[config.mk]
export PLATFORM = sky130hd
export DESIGN_NAME = ddi_top
export DESIGN_NICKNAME = d
export VERILOG_FILES = /design/src/hdl/ddi_pkg.sv /design/src/hdl/ddi_fifo.sv /design/src/hdl/ddi_pipe.sv /design/src/hdl/ddi_top.sv
export SDC_FILE = /design/constraint.sdc
export NUM_CORES = 1
export LEC_CHECK = 0
export ABC_AREA = 1
export CAP_MARGIN = 20
export CORE_UTILIZATION = 35
export DETAILED_ROUTE_END_ITERATION = 6
export DONT_BUFFER_PORTS = 1
export PLACE_DENSITY = 0.54
export SETUP_SLACK_MARGIN = 0.05
export SLEW_MARGIN = 40
export SYNTH_ARGS = -nofsm -noshare
export SYNTH_HDL_FRONTEND = slang
export SYNTH_SLANG_ARGS = --single-unit
[constraint.sdc]
create_clock -name I_CORE_CLK -period 2.7 [get_ports I_CORE_CLK]
set_input_delay 0.54 -clock I_CORE_CLK [delete_from_list [all_inputs] [get_ports I_CORE_CLK]]
set_output_delay 0.54 -clock I_CORE_CLK [all_outputs]
set_load 0.01 [all_outputs]
[src/hdl/ddi_pkg.sv]
// Purpose: shared constants for the dual converter input front end
// Assumes: 100 MHz core clock, APB register access with 32-bit data
// Notes:   offsets are byte addresses; one register per aligned word
package ddi_pkg;
  localparam int unsigned   CODE_W        = 10;
  localparam int unsigned   LAT_STAGES    = 4;
  localparam int unsigned   FIFO_DEPTH    = 8;
  localparam int unsigned   FIFO_W        = 2 * CODE_W;
  localparam logic [9:0]    CODE_MAX      = 10'h3ff;
  localparam logic [9:0]    CODE_RST      = 10'h000;
  // update rate ceiling, converted to core cycles (least time, rounded up)
  localparam int unsigned   CLK_PERIOD_PS   = 10000;
  localparam int unsigned   UPDATE_MAX_MSPS = 275;
  localparam int unsigned   UPDATE_MIN_PS   = (1000000 + UPDATE_MAX_MSPS - 1) / UPDATE_MAX_MSPS;
  localparam int unsigned   UPD_CYC_RAW     = (UPDATE_MIN_PS + CLK_PERIOD_PS - 1) / CLK_PERIOD_PS;
  localparam int unsigned   UPDATE_MIN_CYC  = (UPD_CYC_RAW < 1) ? 1 : UPD_CYC_RAW;
  localparam logic [7:0]    GAP_MAX         = 8'hff;
  // register map
  localparam logic [7:0]    ADDR_CTRL     = 8'h00;
  localparam logic [7:0]    ADDR_STATUS   = 8'h04;
  localparam logic [7:0]    ADDR_CODES    = 8'h08;
  localparam logic [7:0]    ADDR_CAPTURE  = 8'h0c;
  localparam int unsigned   CTRL_CAP_EN   = 0;
  localparam int unsigned   CTRL_SOFT_PR  = 1;
  localparam int unsigned   CTRL_CLR_ERR  = 2;
  localparam logic [2:0]    CTRL_RST      = 3'h0;
  localparam int unsigned   CAP_VALID_BIT = 31;
  // mode strap: low selects single-bus interleaved, high selects dual-bus
  localparam logic          MODE_INTERLEAVED = 1'b0;
  typedef enum logic [1:0] {
    PR_HOLD  = 2'b00,
    PR_WAITB = 2'b01,
    PR_RUN   = 2'b10
  } ddi_pair_t;
endpackage

[src/hdl/ddi_fifo.sv]
// Purpose: capture buffer with valid/ready on both sides
// Assumes: synchronous active-high reset
// Notes:   full and empty are exact; no write when full, no read when empty
`timescale 1ns/1ps
module ddi_fifo #(
  parameter int unsigned WIDTH = 20,
  parameter int unsigned DEPTH = 8
) (
  // clock and reset
  input  wire logic             i_clk,
  input  wire logic             i_rst,
  // fill side
  input  wire logic             i_wr_valid,
  input  wire logic [WIDTH-1:0] i_wr_data,
  output logic                  o_wr_ready,
  // drain side
  output logic                  o_rd_valid,
  output logic      [WIDTH-1:0] o_rd_data,
  input  wire logic             i_rd_ready
);
  localparam int unsigned AW = $clog2(DEPTH);
  logic [WIDTH-1:0] mem_r [DEPTH];
  logic [AW-1:0]    wp_r;
  logic [AW-1:0]    wp_nxt;
  logic [AW-1:0]    rp_r;
  logic [AW-1:0]    rp_nxt;
  logic [AW:0]      cnt_r;
  logic [AW:0]      cnt_nxt;
  logic             do_wr;
  logic             do_rd;

  assign o_wr_ready = (cnt_r != (AW+1)'(DEPTH));
  assign o_rd_valid = (cnt_r != '0);
  assign o_rd_data  = mem_r[rp_r];
  assign do_wr      = i_wr_valid && o_wr_ready;
  assign do_rd      = i_rd_ready && o_rd_valid;

  always_comb begin
    wp_nxt  = wp_r;
    rp_nxt  = rp_r;
    cnt_nxt = cnt_r;
    if (do_wr) begin
      wp_nxt = (wp_r == AW'(DEPTH - 1)) ? '0 : wp_r + 1'b1;
    end
    if (do_rd) begin
      rp_nxt = (rp_r == AW'(DEPTH - 1)) ? '0 : rp_r + 1'b1;
    end
    if (do_wr && !do_rd) begin
      cnt_nxt = cnt_r + 1'b1;
    end else if (do_rd && !do_wr) begin
      cnt_nxt = cnt_r - 1'b1;
    end
  end

  always_ff @(posedge i_clk) begin
    if (i_rst) begin
      wp_r  <= '0;
      rp_r  <= '0;
      cnt_r <= '0;
    end else begin
      wp_r  <= wp_nxt;
      rp_r  <= rp_nxt;
      cnt_r <= cnt_nxt;
    end
  end

  // storage needs no reset; only entries below the count are ever read
  always_ff @(posedge i_clk) begin
    if (do_wr) begin
      mem_r[wp_r] <= i_wr_data;
    end
  end
endmodule

[src/hdl/ddi_pipe.sv]
// Purpose: converter latch pipeline of one channel
// Assumes: i_adv is a one-cycle pulse per update clock rising edge
// Notes:   depth sets the write-to-output latency in update clocks
`timescale 1ns/1ps
module ddi_pipe
  import ddi_pkg::*;
(
  // clock and reset
  input  wire logic              i_clk,
  input  wire logic              i_rst,
  // data path
  input  wire logic              i_adv,
  input  wire logic [CODE_W-1:0] i_code,
  output logic      [CODE_W-1:0] o_code
);
  logic [CODE_W-1:0] st_r   [LAT_STAGES];
  logic [CODE_W-1:0] st_nxt [LAT_STAGES];

  always_comb begin
    for (int i = 0; i < LAT_STAGES; i++) begin
      st_nxt[i] = st_r[i];
    end
    if (i_adv) begin
      st_nxt[0] = i_code;
      for (int i = 1; i < LAT_STAGES; i++) begin
        st_nxt[i] = st_r[i-1];
      end
    end
  end

  always_ff @(posedge i_clk) begin
    for (int i = 0; i < LAT_STAGES; i++) begin
      st_r[i] <= i_rst ? CODE_RST : st_nxt[i];
    end
  end

  assign o_code = st_r[LAT_STAGES-1];
endmodule

[src/hdl/ddi_top.sv]
// Purpose: digital input front end of a dual 10-bit converter
// Assumes: all pins synchronous to the core clock; strobes/clocks oversampled
// Notes:   edges of the external strobes and clocks are found by sampling
`timescale 1ns/1ps
import ddi_pkg::*;

// Summary of operation
// - a written sample reaches the converter output after exactly four update clocks
// - input words are straight binary, highest bus bit is the MSB
// - update rate is at most 275 MSPS; only channel A spacing is checked, and at this core rate the check cannot trip
// - strap low selects interleaved single bus, strap high dual bus
// - dual bus: each channel has own bus, strobe and update clock
// - dual bus: strobe rise loads input latch, channel clock loads converter latch
// - interleaved: words alternate on bus A; bus B is ignored
// - interleaved: the unselected input latch keeps its value
// - interleaved: shared clock divided by two drives the converter latches
// - interleaved: capture on strobe rise, present both words on strobe fall
// - pairing reset high holds the divided clock low
// - pairing reset aligns the divided clock so A and B pair correctly
// - outputs carry code and 1023 minus code over 1024 levels
module ddi_top (
  // clock and reset
  input  wire logic              I_CORE_CLK,
  input  wire logic              I_RESET,
  // apb slave
  input  wire logic              I_PSEL,
  input  wire logic              I_PENABLE,
  input  wire logic              I_PWRITE,
  input  wire logic [7:0]        I_PADDR,
  input  wire logic [31:0]       I_PWDATA,
  output logic                   O_PREADY,
  output logic      [31:0]       O_PRDATA,
  output logic                   O_PSLVERR,
  // converter data pins
  input  wire logic              I_MODE_STRAP,
  input  wire logic [ddi_pkg::CODE_W-1:0] I_CHAN_A_DATA,
  input  wire logic [ddi_pkg::CODE_W-1:0] I_CHAN_B_DATA,
  input  wire logic              I_CHAN_A_WRITE_STROBE,
  input  wire logic              I_CHAN_B_WRITE_STROBE,
  input  wire logic              I_CHAN_A_UPDATE_CLOCK,
  input  wire logic              I_CHAN_B_UPDATE_CLOCK,
  input  wire logic              I_CHANNEL_SELECT,
  input  wire logic              I_PAIRING_RESET,
  // converter side
  output logic      [ddi_pkg::CODE_W-1:0] O_CHAN_A_CODE,
  output logic      [ddi_pkg::CODE_W-1:0] O_CHAN_A_CODE_COMP,
  output logic      [ddi_pkg::CODE_W-1:0] O_CHAN_B_CODE,
  output logic      [ddi_pkg::CODE_W-1:0] O_CHAN_B_CODE_COMP,
  output logic                   O_DIVIDED_CONVERTER_CLOCK,
  output logic                   O_CAPTURE_READY
);
  import ddi_pkg::*;

  // edge detection on sampled pins; in interleaved mode bus A pins are shared
  logic        wra_q_r, wrb_q_r, cka_q_r, ckb_q_r;
  logic        wra_rise, wra_fall, wrb_rise, cka_rise, ckb_rise;
  logic        mode_r;
  logic        ilv;
  logic [9:0]  lat_a_r, lat_a_nxt, lat_b_r, lat_b_nxt;
  logic [9:0]  pres_a_r, pres_a_nxt, pres_b_r, pres_b_nxt;
  ddi_pair_t   pair_r, pair_nxt;
  logic        div_r, div_nxt;
  logic        pr_hold;
  logic        adv_a, adv_b;
  logic [9:0]  pin_a, pin_b;
  logic [2:0]  ctrl_r, ctrl_nxt;
  logic        rate_err_r, rate_err_nxt;
  logic        drop_r, drop_nxt;
  logic [7:0]  gap_r, gap_nxt;
  logic        adv_d_r;
  logic        ack_r, ack_nxt;
  logic [31:0] rdata_r, rdata_nxt;
  logic        slverr_r, slverr_nxt;
  logic        fifo_wr_ready, fifo_rd_valid, fifo_pop;
  logic [FIFO_W-1:0] fifo_rd_data;
  logic        apb_done;
  logic        map_hit;

  assign wra_rise = I_CHAN_A_WRITE_STROBE && !wra_q_r;
  assign wra_fall = !I_CHAN_A_WRITE_STROBE && wra_q_r;
  assign wrb_rise = I_CHAN_B_WRITE_STROBE && !wrb_q_r;
  assign cka_rise = I_CHAN_A_UPDATE_CLOCK && !cka_q_r;
  assign ckb_rise = I_CHAN_B_UPDATE_CLOCK && !ckb_q_r;
  assign ilv      = (mode_r == MODE_INTERLEAVED);
  assign pr_hold  = I_PAIRING_RESET || ctrl_r[CTRL_SOFT_PR];

  // input latches: bus bits taken as-is, bit 9 is the MSB, straight binary
  always_comb begin
    lat_a_nxt  = lat_a_r;
    lat_b_nxt  = lat_b_r;
    pres_a_nxt = pres_a_r;
    pres_b_nxt = pres_b_r;
    if (ilv) begin
      if (wra_rise && I_CHANNEL_SELECT) begin
        lat_a_nxt = I_CHAN_A_DATA;
      end else if (wra_rise) begin
        lat_b_nxt = I_CHAN_A_DATA;
      end
      if (wra_fall) begin
        pres_a_nxt = lat_a_r;
        pres_b_nxt = lat_b_r;
      end
    end else begin
      if (wra_rise) begin
        lat_a_nxt = I_CHAN_A_DATA;
      end
      if (wrb_rise) begin
        lat_b_nxt = I_CHAN_B_DATA;
      end
    end
  end

  // divided converter clock and its pairing alignment
  always_comb begin
    pair_nxt = pair_r;
    div_nxt  = div_r;
    if (pr_hold || !ilv) begin
      pair_nxt = PR_HOLD;
      div_nxt  = 1'b0;
    end else begin
      unique case (pair_r)
        PR_HOLD: begin
          pair_nxt = PR_WAITB;
        end
        PR_WAITB: begin
          // only a clock rise after a B capture may start the divider
          if (wra_rise && !I_CHANNEL_SELECT) begin
            pair_nxt = PR_RUN;
          end
        end
        PR_RUN: begin
          if (cka_rise) begin
            div_nxt = !div_r;
          end
        end
        default: begin
          pair_nxt = PR_HOLD;
        end
      endcase
    end
  end

  // converter latch advance: own clock per channel, or divided clock rise
  assign adv_a = ilv ? (div_nxt && !div_r) : cka_rise;
  assign adv_b = ilv ? (div_nxt && !div_r) : ckb_rise;
  assign pin_a = ilv ? pres_a_r : lat_a_r;
  assign pin_b = ilv ? pres_b_r : lat_b_r;

  ddi_pipe u_pipe_a (
    .i_clk  (I_CORE_CLK),
    .i_rst  (I_RESET),
    .i_adv  (adv_a),
    .i_code (pin_a),
    .o_code (O_CHAN_A_CODE)
  );

  ddi_pipe u_pipe_b (
    .i_clk  (I_CORE_CLK),
    .i_rst  (I_RESET),
    .i_adv  (adv_b),
    .i_code (pin_b),
    .o_code (O_CHAN_B_CODE)
  );

  // complementary output carries the steered remainder
  assign O_CHAN_A_CODE_COMP        = CODE_MAX - O_CHAN_A_CODE;
  assign O_CHAN_B_CODE_COMP        = CODE_MAX - O_CHAN_B_CODE;
  assign O_DIVIDED_CONVERTER_CLOCK = div_r;

  // update spacing check; at this core rate it cannot trip, kept for faster clocks
  always_comb begin
    gap_nxt      = (gap_r == GAP_MAX) ? gap_r : gap_r + 1'b1;
    rate_err_nxt = rate_err_r;
    drop_nxt     = drop_r;
    if (apb_done && I_PWRITE && I_PADDR == ADDR_CTRL && I_PWDATA[CTRL_CLR_ERR]) begin
      rate_err_nxt = 1'b0;
      drop_nxt     = 1'b0;
    end
    if (adv_a) begin
      gap_nxt = '0;
      if (gap_r < 8'(UPDATE_MIN_CYC - 1)) begin
        rate_err_nxt = 1'b1;
      end
    end
    // a dropped capture sets the flag even in the clearing cycle
    if (adv_d_r && ctrl_r[CTRL_CAP_EN] && !fifo_wr_ready) begin
      drop_nxt = 1'b1;
    end
  end

  // capture buffer: one entry per update; when full, new captures are dropped and flagged
  ddi_fifo #(
    .WIDTH (FIFO_W),
    .DEPTH (FIFO_DEPTH)
  ) u_fifo (
    .i_clk      (I_CORE_CLK),
    .i_rst      (I_RESET),
    .i_wr_valid (adv_d_r && ctrl_r[CTRL_CAP_EN]),
    .i_wr_data  ({O_CHAN_B_CODE, O_CHAN_A_CODE}),
    .o_wr_ready (fifo_wr_ready),
    .o_rd_valid (fifo_rd_valid),
    .o_rd_data  (fifo_rd_data),
    .i_rd_ready (fifo_pop)
  );
  assign O_CAPTURE_READY = fifo_wr_ready;

  // apb slave: one wait state so read data comes from a flip-flop
  assign apb_done  = I_PSEL && I_PENABLE && ack_r;
  assign map_hit   = (I_PADDR == ADDR_CTRL) || (I_PADDR == ADDR_STATUS) ||
                     (I_PADDR == ADDR_CODES) || (I_PADDR == ADDR_CAPTURE);
  assign fifo_pop  = apb_done && !I_PWRITE && (I_PADDR == ADDR_CAPTURE) && fifo_rd_valid;
  assign O_PREADY  = ack_r;
  assign O_PRDATA  = rdata_r;
  assign O_PSLVERR = slverr_r && ack_r;

  always_comb begin
    ack_nxt    = 1'b0;
    rdata_nxt  = rdata_r;
    slverr_nxt = 1'b0;
    ctrl_nxt   = ctrl_r;
    if (I_PSEL && I_PENABLE && !ack_r) begin
      ack_nxt    = 1'b1;
      slverr_nxt = !map_hit;
      rdata_nxt  = 32'h0000_0000;
      if (!I_PWRITE) begin
        unique case (I_PADDR)
          ADDR_CTRL:    rdata_nxt = {29'h0, ctrl_r};
          ADDR_STATUS:  rdata_nxt = {25'h0, pair_r, drop_r, rate_err_r,
                                     !fifo_wr_ready, !fifo_rd_valid, mode_r};
          ADDR_CODES:   rdata_nxt = {6'h0, O_CHAN_B_CODE, 6'h0, O_CHAN_A_CODE};
          ADDR_CAPTURE: rdata_nxt = {fifo_rd_valid, 11'h0, fifo_rd_data};
          default:      rdata_nxt = 32'h0000_0000;
        endcase
      end
    end
    if (apb_done && I_PWRITE && I_PADDR == ADDR_CTRL) begin
      ctrl_nxt = {1'b0, I_PWDATA[CTRL_SOFT_PR], I_PWDATA[CTRL_CAP_EN]};
    end
  end

  always_ff @(posedge I_CORE_CLK) begin
    if (I_RESET) begin
      // strap is caught while the synchronous reset is held
      mode_r     <= I_MODE_STRAP;
      wra_q_r    <= 1'b0;
      wrb_q_r    <= 1'b0;
      cka_q_r    <= 1'b0;
      ckb_q_r    <= 1'b0;
      lat_a_r    <= CODE_RST;
      lat_b_r    <= CODE_RST;
      pres_a_r   <= CODE_RST;
      pres_b_r   <= CODE_RST;
      pair_r     <= PR_HOLD;
      div_r      <= 1'b0;
      gap_r      <= GAP_MAX;
      rate_err_r <= 1'b0;
      drop_r     <= 1'b0;
      adv_d_r    <= 1'b0;
      ack_r      <= 1'b0;
      rdata_r    <= 32'h0000_0000;
      slverr_r   <= 1'b0;
      ctrl_r     <= CTRL_RST;
    end else begin
      wra_q_r    <= I_CHAN_A_WRITE_STROBE;
      wrb_q_r    <= I_CHAN_B_WRITE_STROBE;
      cka_q_r    <= I_CHAN_A_UPDATE_CLOCK;
      ckb_q_r    <= I_CHAN_B_UPDATE_CLOCK;
      lat_a_r    <= lat_a_nxt;
      lat_b_r    <= lat_b_nxt;
      pres_a_r   <= pres_a_nxt;
      pres_b_r   <= pres_b_nxt;
      pair_r     <= pair_nxt;
      div_r      <= div_nxt;
      gap_r      <= gap_nxt;
      rate_err_r <= rate_err_nxt;
      drop_r     <= drop_nxt;
      adv_d_r    <= adv_a || adv_b;
      ack_r      <= ack_nxt;
      rdata_r    <= rdata_nxt;
      slverr_r   <= slverr_nxt;
      ctrl_r     <= ctrl_nxt;
    end
  end

  // checks
  property p_out_moves_on_update;
    @(posedge I_CORE_CLK) disable iff (I_RESET)
      (O_CHAN_A_CODE != $past(O_CHAN_A_CODE)) |-> $past(adv_a);
  endproperty
  a_out_moves_on_update: assert property (p_out_moves_on_update)
    else $error("channel A output changed without an update");

  property p_comp_sum;
    @(posedge I_CORE_CLK) disable iff (I_RESET)
      (10'(O_CHAN_B_CODE + O_CHAN_B_CODE_COMP) == CODE_MAX);
  endproperty
  a_comp_sum: assert property (p_comp_sum)
    else $error("channel B complementary code wrong");

  property p_hold_low;
    @(posedge I_CORE_CLK) disable iff (I_RESET)
      I_PAIRING_RESET |=> !O_DIVIDED_CONVERTER_CLOCK;
  endproperty
  a_hold_low: assert property (p_hold_low)
    else $error("divided clock high during pairing reset");

  property p_sel_a;
    @(posedge I_CORE_CLK) disable iff (I_RESET)
      (ilv && wra_rise && I_CHANNEL_SELECT) |=>
        (lat_a_r == $past(I_CHAN_A_DATA)) && $stable(lat_b_r);
  endproperty
  a_sel_a: assert property (p_sel_a)
    else $error("select high did not load latch A only");

  property p_sel_b;
    @(posedge I_CORE_CLK) disable iff (I_RESET)
      (ilv && wra_rise && !I_CHANNEL_SELECT) |=>
        (lat_b_r == $past(I_CHAN_A_DATA)) && $stable(lat_a_r);
  endproperty
  a_sel_b: assert property (p_sel_b)
    else $error("select low did not load latch B from bus A");

  property p_present_on_fall;
    @(posedge I_CORE_CLK) disable iff (I_RESET)
      (ilv && wra_fall) |=> (pres_a_r == $past(lat_a_r)) && (pres_b_r == $past(lat_b_r));
  endproperty
  a_present_on_fall: assert property (p_present_on_fall)
    else $error("latched words not presented on strobe fall");

  property p_div_from_clock;
    @(posedge I_CORE_CLK) disable iff (I_RESET)
      $rose(div_r) |-> $past(cka_rise) && $past(pair_r) == PR_RUN;
  endproperty
  a_div_from_clock: assert property (p_div_from_clock)
    else $error("divided clock rose without a shared clock rise");

  property p_dual_b_own_clock;
    @(posedge I_CORE_CLK) disable iff (I_RESET)
      (!ilv && O_CHAN_B_CODE != $past(O_CHAN_B_CODE)) |-> $past(ckb_rise);
  endproperty
  a_dual_b_own_clock: assert property (p_dual_b_own_clock)
    else $error("channel B updated without its own clock");

  property p_dual_capture;
    @(posedge I_CORE_CLK) disable iff (I_RESET)
      (!ilv && wrb_rise) |=> lat_b_r == $past(I_CHAN_B_DATA);
  endproperty
  a_dual_capture: assert property (p_dual_capture)
    else $error("channel B strobe did not capture bus B");
endmodule
==> results of run 1 <==
repair_timing:
| action | 4_1_cts | 5_1_grt |
|---|---|---|
| hold buffers | 0 | 0 |
| resized for setup | 0 | 1 |
| buffers inserted | 0 | 1 |
| setup endpoints to repair | 0 | 1 |
sequential cells by signal, indices dropped and copies added (netlist names), 2 cells and up, named ones only:
name           cells
pres_b_r          10
u_fifo.rp_r        3
pair_r             2
lat_b_r           10
O_PRDATA          27
u_pipe_a.st_r     40
u_pipe_b.st_r     40
u_fifo.mem_r     160
ctrl_r             2
pres_a_r          10
u_fifo.wp_r        3
u_fifo.cnt_r       4
lat_a_r           10
worst paths after layout:
kind	slack (ps)	to	cells past startpoint	startpoint
setup / recovery	330	u_fifo.cnt_r[3]$_SDFFE_PP0P_	15	u_fifo.cnt_r[0]$_SDFFE_PP0P_
hold / removal	100	O_PRDATA[20]$_SDFFE_PP0P_	1	I_RESET
setup reg to reg	330	u_fifo.cnt_r[3]$_SDFFE_PP0P_	15	u_fifo.cnt_r[0]$_SDFFE_PP0P_
hold reg to reg	450	pres_b_r[4]$_SDFFE_PP0P_	2	pres_b_r[4]$_SDFFE_PP0P_
cells in the mapped netlist, types with 15 or more instances:
cell type	n
inv_1	113
o21ai_1	27
o21ai_0	175
clkbuf_1	33
a21oi_1	49
edfxtp_1	161
nand3_1	66
nor2_1	330
dfxtp_1	173
nand2_1	187
buf_2	35
buf_4	15
o211ai_1	22
stage by stage:
| step | cell area [um^2] | setup WS [ps] | cells |
|---|---|---|---|
| 3_3_place_gp | 13900 | 212 | 1919 |
| 6_report | 15000 | 329 | 1986 |
| 2_1_floorplan | 13400 | 317 | 1466 |
| 3_5_place_dp | 13900 | 214 | 1919 |
| 4_1_cts | 15000 | 249 | 1985 |
| 5_1_grt | 15000 | 32.9 | 1986 |
per-layer routing:
metal / vias up / global-route usage [%]
li1: 4788 / -
met1: 4494 / 22.5
met2: 200 / 27.6
met3: 43 / 2.79
met4: 0 / 4.36
met5: - / 0
cell families after synthesis:
kind of cell,share of synthesized area (%)
simple gates,18.8
flops,61.8
compound gates,11.6
buf+inv,6.86
fa+ha+maj,0.801
xor+xnor,0.130
other cells,0.0279
power by group:
group / switching (uW) / internal, uW
logic: 275 / 118
clock network: 1950 / 2750
registers: 138 / 5440
total: 2370 / 8320
cell type report:
type / instances / area share (%)
multi-input combinational: 922 / 28.3
inverter: 122 / 3.06
clock inverter: 12 / 0.399
clock buffer: 54 / 7.13
timing repair buffer: 31 / 1.71
sequential: 334 / 55.2
tap: 511 / 4.25
==> impl_metrics.yaml, run 1 <==
logic_synthesis:
  yosys.area.top_type: "edfxtp_1"
  ys.flop_type: "dfxtp_1"
  yosysUniqueCellTypes: 40
  yosys_warnings: 0
  async_reset_ff_share_pct: 0
  synthesis.area_mm2: 0.0134
  syn_inst: 1462
  synth-seq-cells: 334
  ys_seq_area_share_pct: 61.8
  netlist.area_leader.share_pct: 36.0
  synth_edf_count: 161
  ys_top_cells_by_area: "edfxtp_1, dfxtp_1, nor2_1, o21ai_0, nand2_1"
  avgSynthCellArea_um2: 9.19
timing:
  hold_violations: 0
  setup_viol: 0
  holdWs_ps: 103
  drv_slew: 0
  fmax_mhz: 422
  clock_skew_ps: 26.3
  slew_headroom_pct: 45.1
  rsz0062_at_grt: "false"
  setup_tns_ps: 0
  min_period_over_period_pct: 87.8
  period_minus_slack_ps: 2370
  worst_pin_slew_ps: 824
floorplanning:
  dieArea_mm2: 0.0392
  start_util_pct: 35.6
  die_w_um: 198
  ios: 148
  die_h_um: 198
  core_mm2: 0.0378
  rows: 71
clock_tree:
  cts_root_buf: "clkbuf_16"
  cts_tree: "yes"
  numCtsBuffers: 38
  clock_sinks: 334
  clk_pin_slew_ps: 60
  htreeDepth: 2
  clk_latency_ps: 520
  cts_buffer_depth: 3
finish:
  post-route-util_pct: 39.8
  multi_input_area_mm2: 0.00425
  areaGrowthSynthToFinish_pct: 12.0
  nets: 1529
  regArea_mm2: 0.00830
  final_common_cell: "nor2_1"
  fillers: 3801
  final_cell_mix: "nor2_1, nand2_1, o21ai_0"
  final_layout_size_suffix_gt1_share_pct: 8.47
  num_antenna_cells: 0
routing:
  dr_wl_met2_um: 14900
  routed_wl_um: 32000
  drt_first_iter_violations: 679
  wl_met1_um: 15000
  vias: 9525
  first_pass_iters: 5
  drt-wirelength-per-cell_um: 16.1
  wl_met3_um: 1540
  top_layer_used: "met4"
  via_per_inst: 4.80
  drc: 0
  ant_nets: 0
setup_path:
  crit_required_ps: 3100
  endpoint_kind: "register"
  max_stage_delay_ps: 340
  critical_path_class: "register to register"
  crit_family: "simple AND/OR/NAND/NOR gates"
  path_max_fanout: 5
  crit_chain: "inv_1, nand2_1, inv_1, nand3_1, nand2_2, inv_1, ha_1, inv_1, ha_1, a21oi_1, nand2_1, a21oi_1, o21ai_0, nor2_1, nor2_1"
  start_kind: "register"
  worst_path_max_delay_cell: "dfxtp_1"
  cpMostUsedCell: "inv_1"
  cp.arrival_ps: 2770
  cp_num_buf_inv: 4
placed_design:
  gp_congestion: 0.830
  dp_hpwl_um: 19100
  numPortBuffers: 0
pwr:
  power.density_mw_per_mm2: 710
  p_total_uw: 10700
  p_leak_uw: 0.00585
  ir_worst_vdd_v: 0.000371
grt:
  grt_pass1_wl_um: 51100
  antenna_found_initial: 0
  grt_max_degree: 128
  grt_overflow: 0
  grt_pass1_vias: 9253
  grt_usage_pct: 16.7
run:
  drv_cap: 0
min_path:
  hold_class: "input pin to register"
status:
  outcome: "finished, final reports clean"
Power figures use the tool's default switching activity.
==> inputs of run 2 (changes only) <==
--- a/config.mk
+++ b/config.mk
@@ -10,7 +10,6 @@
 export CORE_UTILIZATION = 35
 export DETAILED_ROUTE_END_ITERATION = 6
 export DONT_BUFFER_PORTS = 1
-export PLACE_DENSITY = 0.54
 export SETUP_SLACK_MARGIN = 0.05
 export SLEW_MARGIN = 40
 export SYNTH_ARGS = -nofsm -noshare
==> impl_metrics.yaml, run 2 (synthesized netlist as in run 1, its figures left out) <==
status:
  outcome: "finished, final reports clean"
routing:
  via_per_inst: 4.77
  first_pass_iters: 5
  drt-wirelength-per-cell_um: 15.6
  drc: 0
  drt_first_iter_violations: 647
  ant_nets: 0
  vias: 9499
  routed_wl_um: 31100
timing:
  drv_slew: 0
  worst_pin_slew_ps: 717
  min_period_over_period_pct: 85.8
  setup_tns_ps: 0
  period_minus_slack_ps: 2320
  fmax_mhz: 432
  rsz0062_at_grt: "false"
  slew_headroom_pct: 52.1
  setup_viol: 0
  hold_violations: 0
  clock_skew_ps: 22.3
min_path:
  worstHoldPathCells: 1
  hold_class: "input pin to register"
  hold_end: "O_PRDATA[5]$_SDFFE_PP0P_"
  hold_start: "I_RESET"
setup_path:
  critical_path_class: "register to register"
  endpoint_kind: "register"
  crit_chain: "inv_1, nand2_1, inv_1, nand3_1, nand2_2, inv_1, ha_1, inv_1, ha_1, a21oi_1, nand2_1, o21ai_0, nand2_1, nand2_1, nor2_1"
  start_kind: "register"
  ff2ff_setup_slack_ps: 380
  r2r_start: "u_fifo.cnt_r[0]$_SDFFE_PP0P_"
  r2r_end: "u_fifo.cnt_r[3]$_SDFFE_PP0P_"
  path_max_fanout: 5
  cp.arrival_ps: 2740
  max_stage_delay_ps: 330
  worst_path_max_delay_cell: "dfxtp_1"
  crit_required_ps: 3130
  reg2reg_depth: 15
floorplanning:
  start_util_pct: 35.6
  core_mm2: 0.0378
  rows: 71
  die_h_um: 198
  ios: 148
  dieArea_mm2: 0.0392
  die_w_um: 198
finish:
  final_layout_size_suffix_gt1_share_pct: 8.31
  top_register: "u_fifo.mem_r"
  reg_top3: "u_fifo.mem_r: 160 flops, u_pipe_a.st_r: 40 flops, u_pipe_b.st_r: 40 flops"
  largest_register_ffs: 160
  num_antenna_cells: 0
  fillers: 3696
  final_cell_mix: "nor2_1, nand2_1, o21ai_0"
  fin_cells: 1991
  nets: 1531
  areaGrowthSynthToFinish_pct: 12.6
  final_common_cell: "nor2_1"
clock_tree:
  cts_buffer_depth: 3
  cts_root_buf: "clkbuf_16"
  numCtsBuffers: 38
  htreeDepth: 2
  clock_sinks: 334
  clk_pin_slew_ps: 60
  clk_latency_ps: 540
  cts_tree: "yes"
  postCtsHoldBufs: 0
grt:
  grt_pass1_wl_um: 48600
  grt_pass1_vias: 8791
  antenna_found_initial: 0
  grt_usage_pct: 16.0
  grt_overflow: 0
  grt_max_degree: 81
run:
  drv_cap: 0
placed_design:
  dp_hpwl_um: 18600
  gp_congestion: 0.844
  place_inst: 1921
  numPortBuffers: 0
pwr:
  p_leak_uw: 0.00590
  power.density_mw_per_mm2: 725
  ir_worst_vdd_v: 0.000371
-- run 2: cell count changes in the layout (fill, tap and decap cells not counted) --
cell	before	now
clkbuf_8	4	5
buf_4	29	30
clkinv_1	8	6
bufinv_16	0	2
buf_12	2	3
nor2_2	13	5
clkinv_4	1	0
inv_6	1	2
clkinvlp_4	0	1
nor2_1	322	330
inv_1	112	113
-- run 2: repair_timing --
action | 4_1_cts | 5_1_grt
setup endpoints to repair | 0 | 1
setup buffers | 0 | 1
resized for setup | 0 | 1
-- run 2: critical path: cells and delay by family, from the launching register on --
kind | cells | cell delay (ps)
fa+ha+maj | 2 | 460
compound gates | 2 | 370
buf+inv | 4 | 380
simple gates | 7 | 680
flops | 1 | 330
-- run 2: report_power, final --
group | switching [uW] | internal, uW
logic | 270 | 120
registers | 136 | 5440
clock network | 2010 | 2990
-- run 2: cell type report --
type	count	area (um^2)	share of cell area, %
repair buffers	33	285	1.89
clock buffers	55	1090	7.18
well taps	511	639	4.23
multi-input cells	922	4230	28.0
clock inverters	14	124	0.819
inverters	122	460	3.04
flip-flops and latches	334	8300	54.9
-- run 2: routing by layer --
metal	vias to the layer above	track usage, %	wire [um]
li1	4790	-	-
met1	4435	21.6	14400
met2	230	25.6	14400
met3	44	2.88	1630
met4	0	5.89	731
met5	-	0	0
-- run 2: worst max-delay path by stage --
stage                                    to  slack [ps]                          from
2_1_floorplan  u_fifo.cnt_r[3]$_SDFFE_PP0P_         320                    I_PADDR[7]
3_3_place_gp   u_fifo.cnt_r[3]$_SDFFE_PP0P_         270                    I_PADDR[7]
3_5_place_dp   u_fifo.cnt_r[3]$_SDFFE_PP0P_         230                    I_PADDR[7]
4_1_cts        u_fifo.cnt_r[3]$_SDFFE_PP0P_         270  u_fifo.cnt_r[0]$_SDFFE_PP0P_
5_1_grt        u_fifo.cnt_r[3]$_SDFFE_PP0P_          50  u_fifo.cnt_r[0]$_SDFFE_PP0P_
6_report       u_fifo.cnt_r[3]$_SDFFE_PP0P_         380  u_fifo.cnt_r[0]$_SDFFE_PP0P_
-- run 2: stage by stage --
stage                     utilization (%)  worst slack [ps]  instance area (um^2)  total power [uW]  hold slack, ps
final                                40.1               384                 15100             11000            74.1
after global routing                 40.1              47.7                 15100             11400            52.5
after CTS                            40.0               274                 15100             11100            50.0
after detailed placement             36.8               228                 13900              6080             439
after global placement               36.8               273                 13900              6070             433
after floorplan                         -               317                 13400              5960             424
==> inputs of run 3 (changes only) <==
--- a/config.mk
+++ b/config.mk
@@ -7,7 +7,9 @@
 export LEC_CHECK = 0
 export ABC_AREA = 1
 export CAP_MARGIN = 20
+export CORE_ASPECT_RATIO = 0.5
 export CORE_UTILIZATION = 35
+export CTS_CLUSTER_SIZE = 40
 export DETAILED_ROUTE_END_ITERATION = 6
 export DONT_BUFFER_PORTS = 1
 export SETUP_SLACK_MARGIN = 0.05
==> constraint.sdc (replaced) <==
create_clock -name I_CORE_CLK -period 2.7 [get_ports I_CORE_CLK]
set_input_delay 0.135 -clock I_CORE_CLK [delete_from_list [all_inputs] [get_ports I_CORE_CLK]]
set_output_delay 0.135 -clock I_CORE_CLK [all_outputs]
set_load 0.01 [all_outputs]
==> impl_metrics.yaml, run 3 (synthesized netlist as in run 1, its figures left out) <==
routing:
  first_pass_iters: 5
  vias: 9705
  ant_nets: 0
  drt_first_iter_violations: 794
  via_per_inst: 4.79
  routed_wl_um: 32600
  drt-wirelength-per-cell_um: 16.1
  drc: 0
timing:
  rsz0062_at_grt: "false"
  drv_slew: 0
  fmax_mhz: 427
  worst_pin_slew_ps: 821
  period_minus_slack_ps: 2340
  setup_viol: 0
  setup_slack_ps: 356
  clock_skew_ps: 9.22
  slew_headroom_pct: 45.0
  setup_tns_ps: 0
  hold_violations: 0
  holdWs_ps: 6.77
  min_period_over_period_pct: 86.8
floorplanning:
  dieArea_mm2: 0.0392
  start_util_pct: 35.7
  rows: 50
  die_w_um: 279
  die_h_um: 141
  core_mm2: 0.0376
  ios: 148
finish:
  final_cell_mix: "nor2_1, nand2_1, o21ai_0"
  final_layout_size_suffix_gt1_share_pct: 8.22
  largest_register_ffs: 160
  nets: 1564
  final_common_cell: "nor2_1"
  reg_top3: "u_fifo.mem_r: 160 flops, u_pipe_a.st_r: 40 flops, u_pipe_b.st_r: 40 flops"
  areaGrowthSynthToFinish_pct: 14.4
  num_antenna_cells: 0
  top_register: "u_fifo.mem_r"
grt:
  grt_usage_pct: 16.5
  grt_pass1_vias: 9113
  grt_pass1_wl_um: 51000
  grt_overflow: 0
  grt_max_degree: 81
  antenna_found_initial: 0
pwr:
  p_leak_uw: 0.00599
  ir_worst_vdd_v: 0.000354
  power.density_mw_per_mm2: 677
placed_design:
  place_ws_ps: 246
  numPortBuffers: 0
  gp_congestion: 0.778
  dp_hpwl_um: 19100
setup_path:
  cp.arrival_ps: 2800
  path_max_fanout: 23
  reg2reg_depth: 6
  r2r_start: "mode_r$_DFFE_PP_"
  endpoint_kind: "register"
  worstSetupStartpoint: "mode_r$_DFFE_PP_"
  critical_path_class: "register to register"
  start_kind: "register"
  crit_required_ps: 3160
run:
  drv_cap: 0
clock_tree:
  cts_tree: "yes"
  cts_root_buf: "clkbuf_16"
  numCtsBuffers: 34
  clock_sinks: 334
  clk_latency_ps: 520
  clk_pin_slew_ps: 60
  cts_buffer_depth: 3
  htreeDepth: 2
min_path:
  hold_start: "I_PADDR[4]"
  worstHoldPathCells: 3
  hold_class: "input pin to register"
status:
  outcome: "finished, final reports clean"
==> run 3: changes by cell type in the layout (fill, tap and decap cells not counted), moves of 2 or more <==
| cell | change |
|---|---|
| buf_4 | -2 |
| bufinv_16 | -2 |
| clkbuf_1 | +2 |
| clkbuf_16 | -4 |
| clkbuf_8 | -2 |
| clkinv_1 | -2 |
| clkinv_2 | +2 |
| dlygate4sd3_1 | +38 |
| nor2_1 | -8 |
| nor2_2 | +8 |
==> run 3: worst max-delay path, stage by stage (launching register included) <==
cell           delay (ps)
edfxtp_1              550
inv_2                 400
nand3_1               160
nand2_2               310
o21ai_0               130
a31oi_1               170
dlygate4sd3_1         560
==> run 3: per-layer routing <==
| metal | global-route usage (%) | up-vias | wire length, um |
|---|---|---|---|
| li1 | - | 4875 | - |
| met1 | 21.9 | 4589 | 14900 |
| met2 | 27.7 | 195 | 15600 |
| met3 | 2.82 | 46 | 1400 |
| met4 | 4.74 | 0 | 633 |
| met5 | 0 | - | 0 |
==> run 3: final timing paths <==
kind | endpoint | slack, ps
worst min-delay path | slverr_r$_SDFF_PP0_ | 7
worst min register to register | pres_a_r[9]$_SDFFE_PP0P_ | 450
worst max-delay path | lat_b_r[1]$_SDFFE_PP0P_ | 360
worst max register to register | lat_b_r[1]$_SDFFE_PP0P_ | 360
==> run 3: cell type report <==
cell class / instances / area (um^2)
clock buffers: 51 / 966
well taps: 520 / 651
inverters: 122 / 463
flip-flops and latches: 334 / 8300
fillers: 3688 / 22200
clock inverters: 9 / 46.3
repair buffers: 70 / 678
multi-input cells: 922 / 4260
==> run 3: power by group <==
group	internal [uW]	switching, uW	total, uW	leakage (uW)
Sequential	5440	122	5560	0.00291
Combinational	169	322	491	0.00258
Clock	2480	1870	4350	0.000499
==> run 3: per-stage QoR <==
| step | util, % | total power (uW) | cells | area, um^2 |
|---|---|---|---|---|
| final | 40.9 | 10400 | 2028 | 15400 |
| after global routing | 40.9 | 10800 | 2028 | 15400 |
| after CTS | 40.8 | 10500 | 2027 | 15300 |
| after detailed placement | 37.0 | 6090 | 1928 | 13900 |
| after global placement | 37.0 | 6090 | 1928 | 13900 |
| after floorplan | - | 5960 | 1466 | 13400 |
==> run 3: repair_timing <==
item / CTS / global route
gates resized for setup: 0 / 3
buffers inserted: 0 / 1
setup endpoints to repair: 0 / 11
hold buffers: 39 / 0
hold endpoints to repair: 69 / 0
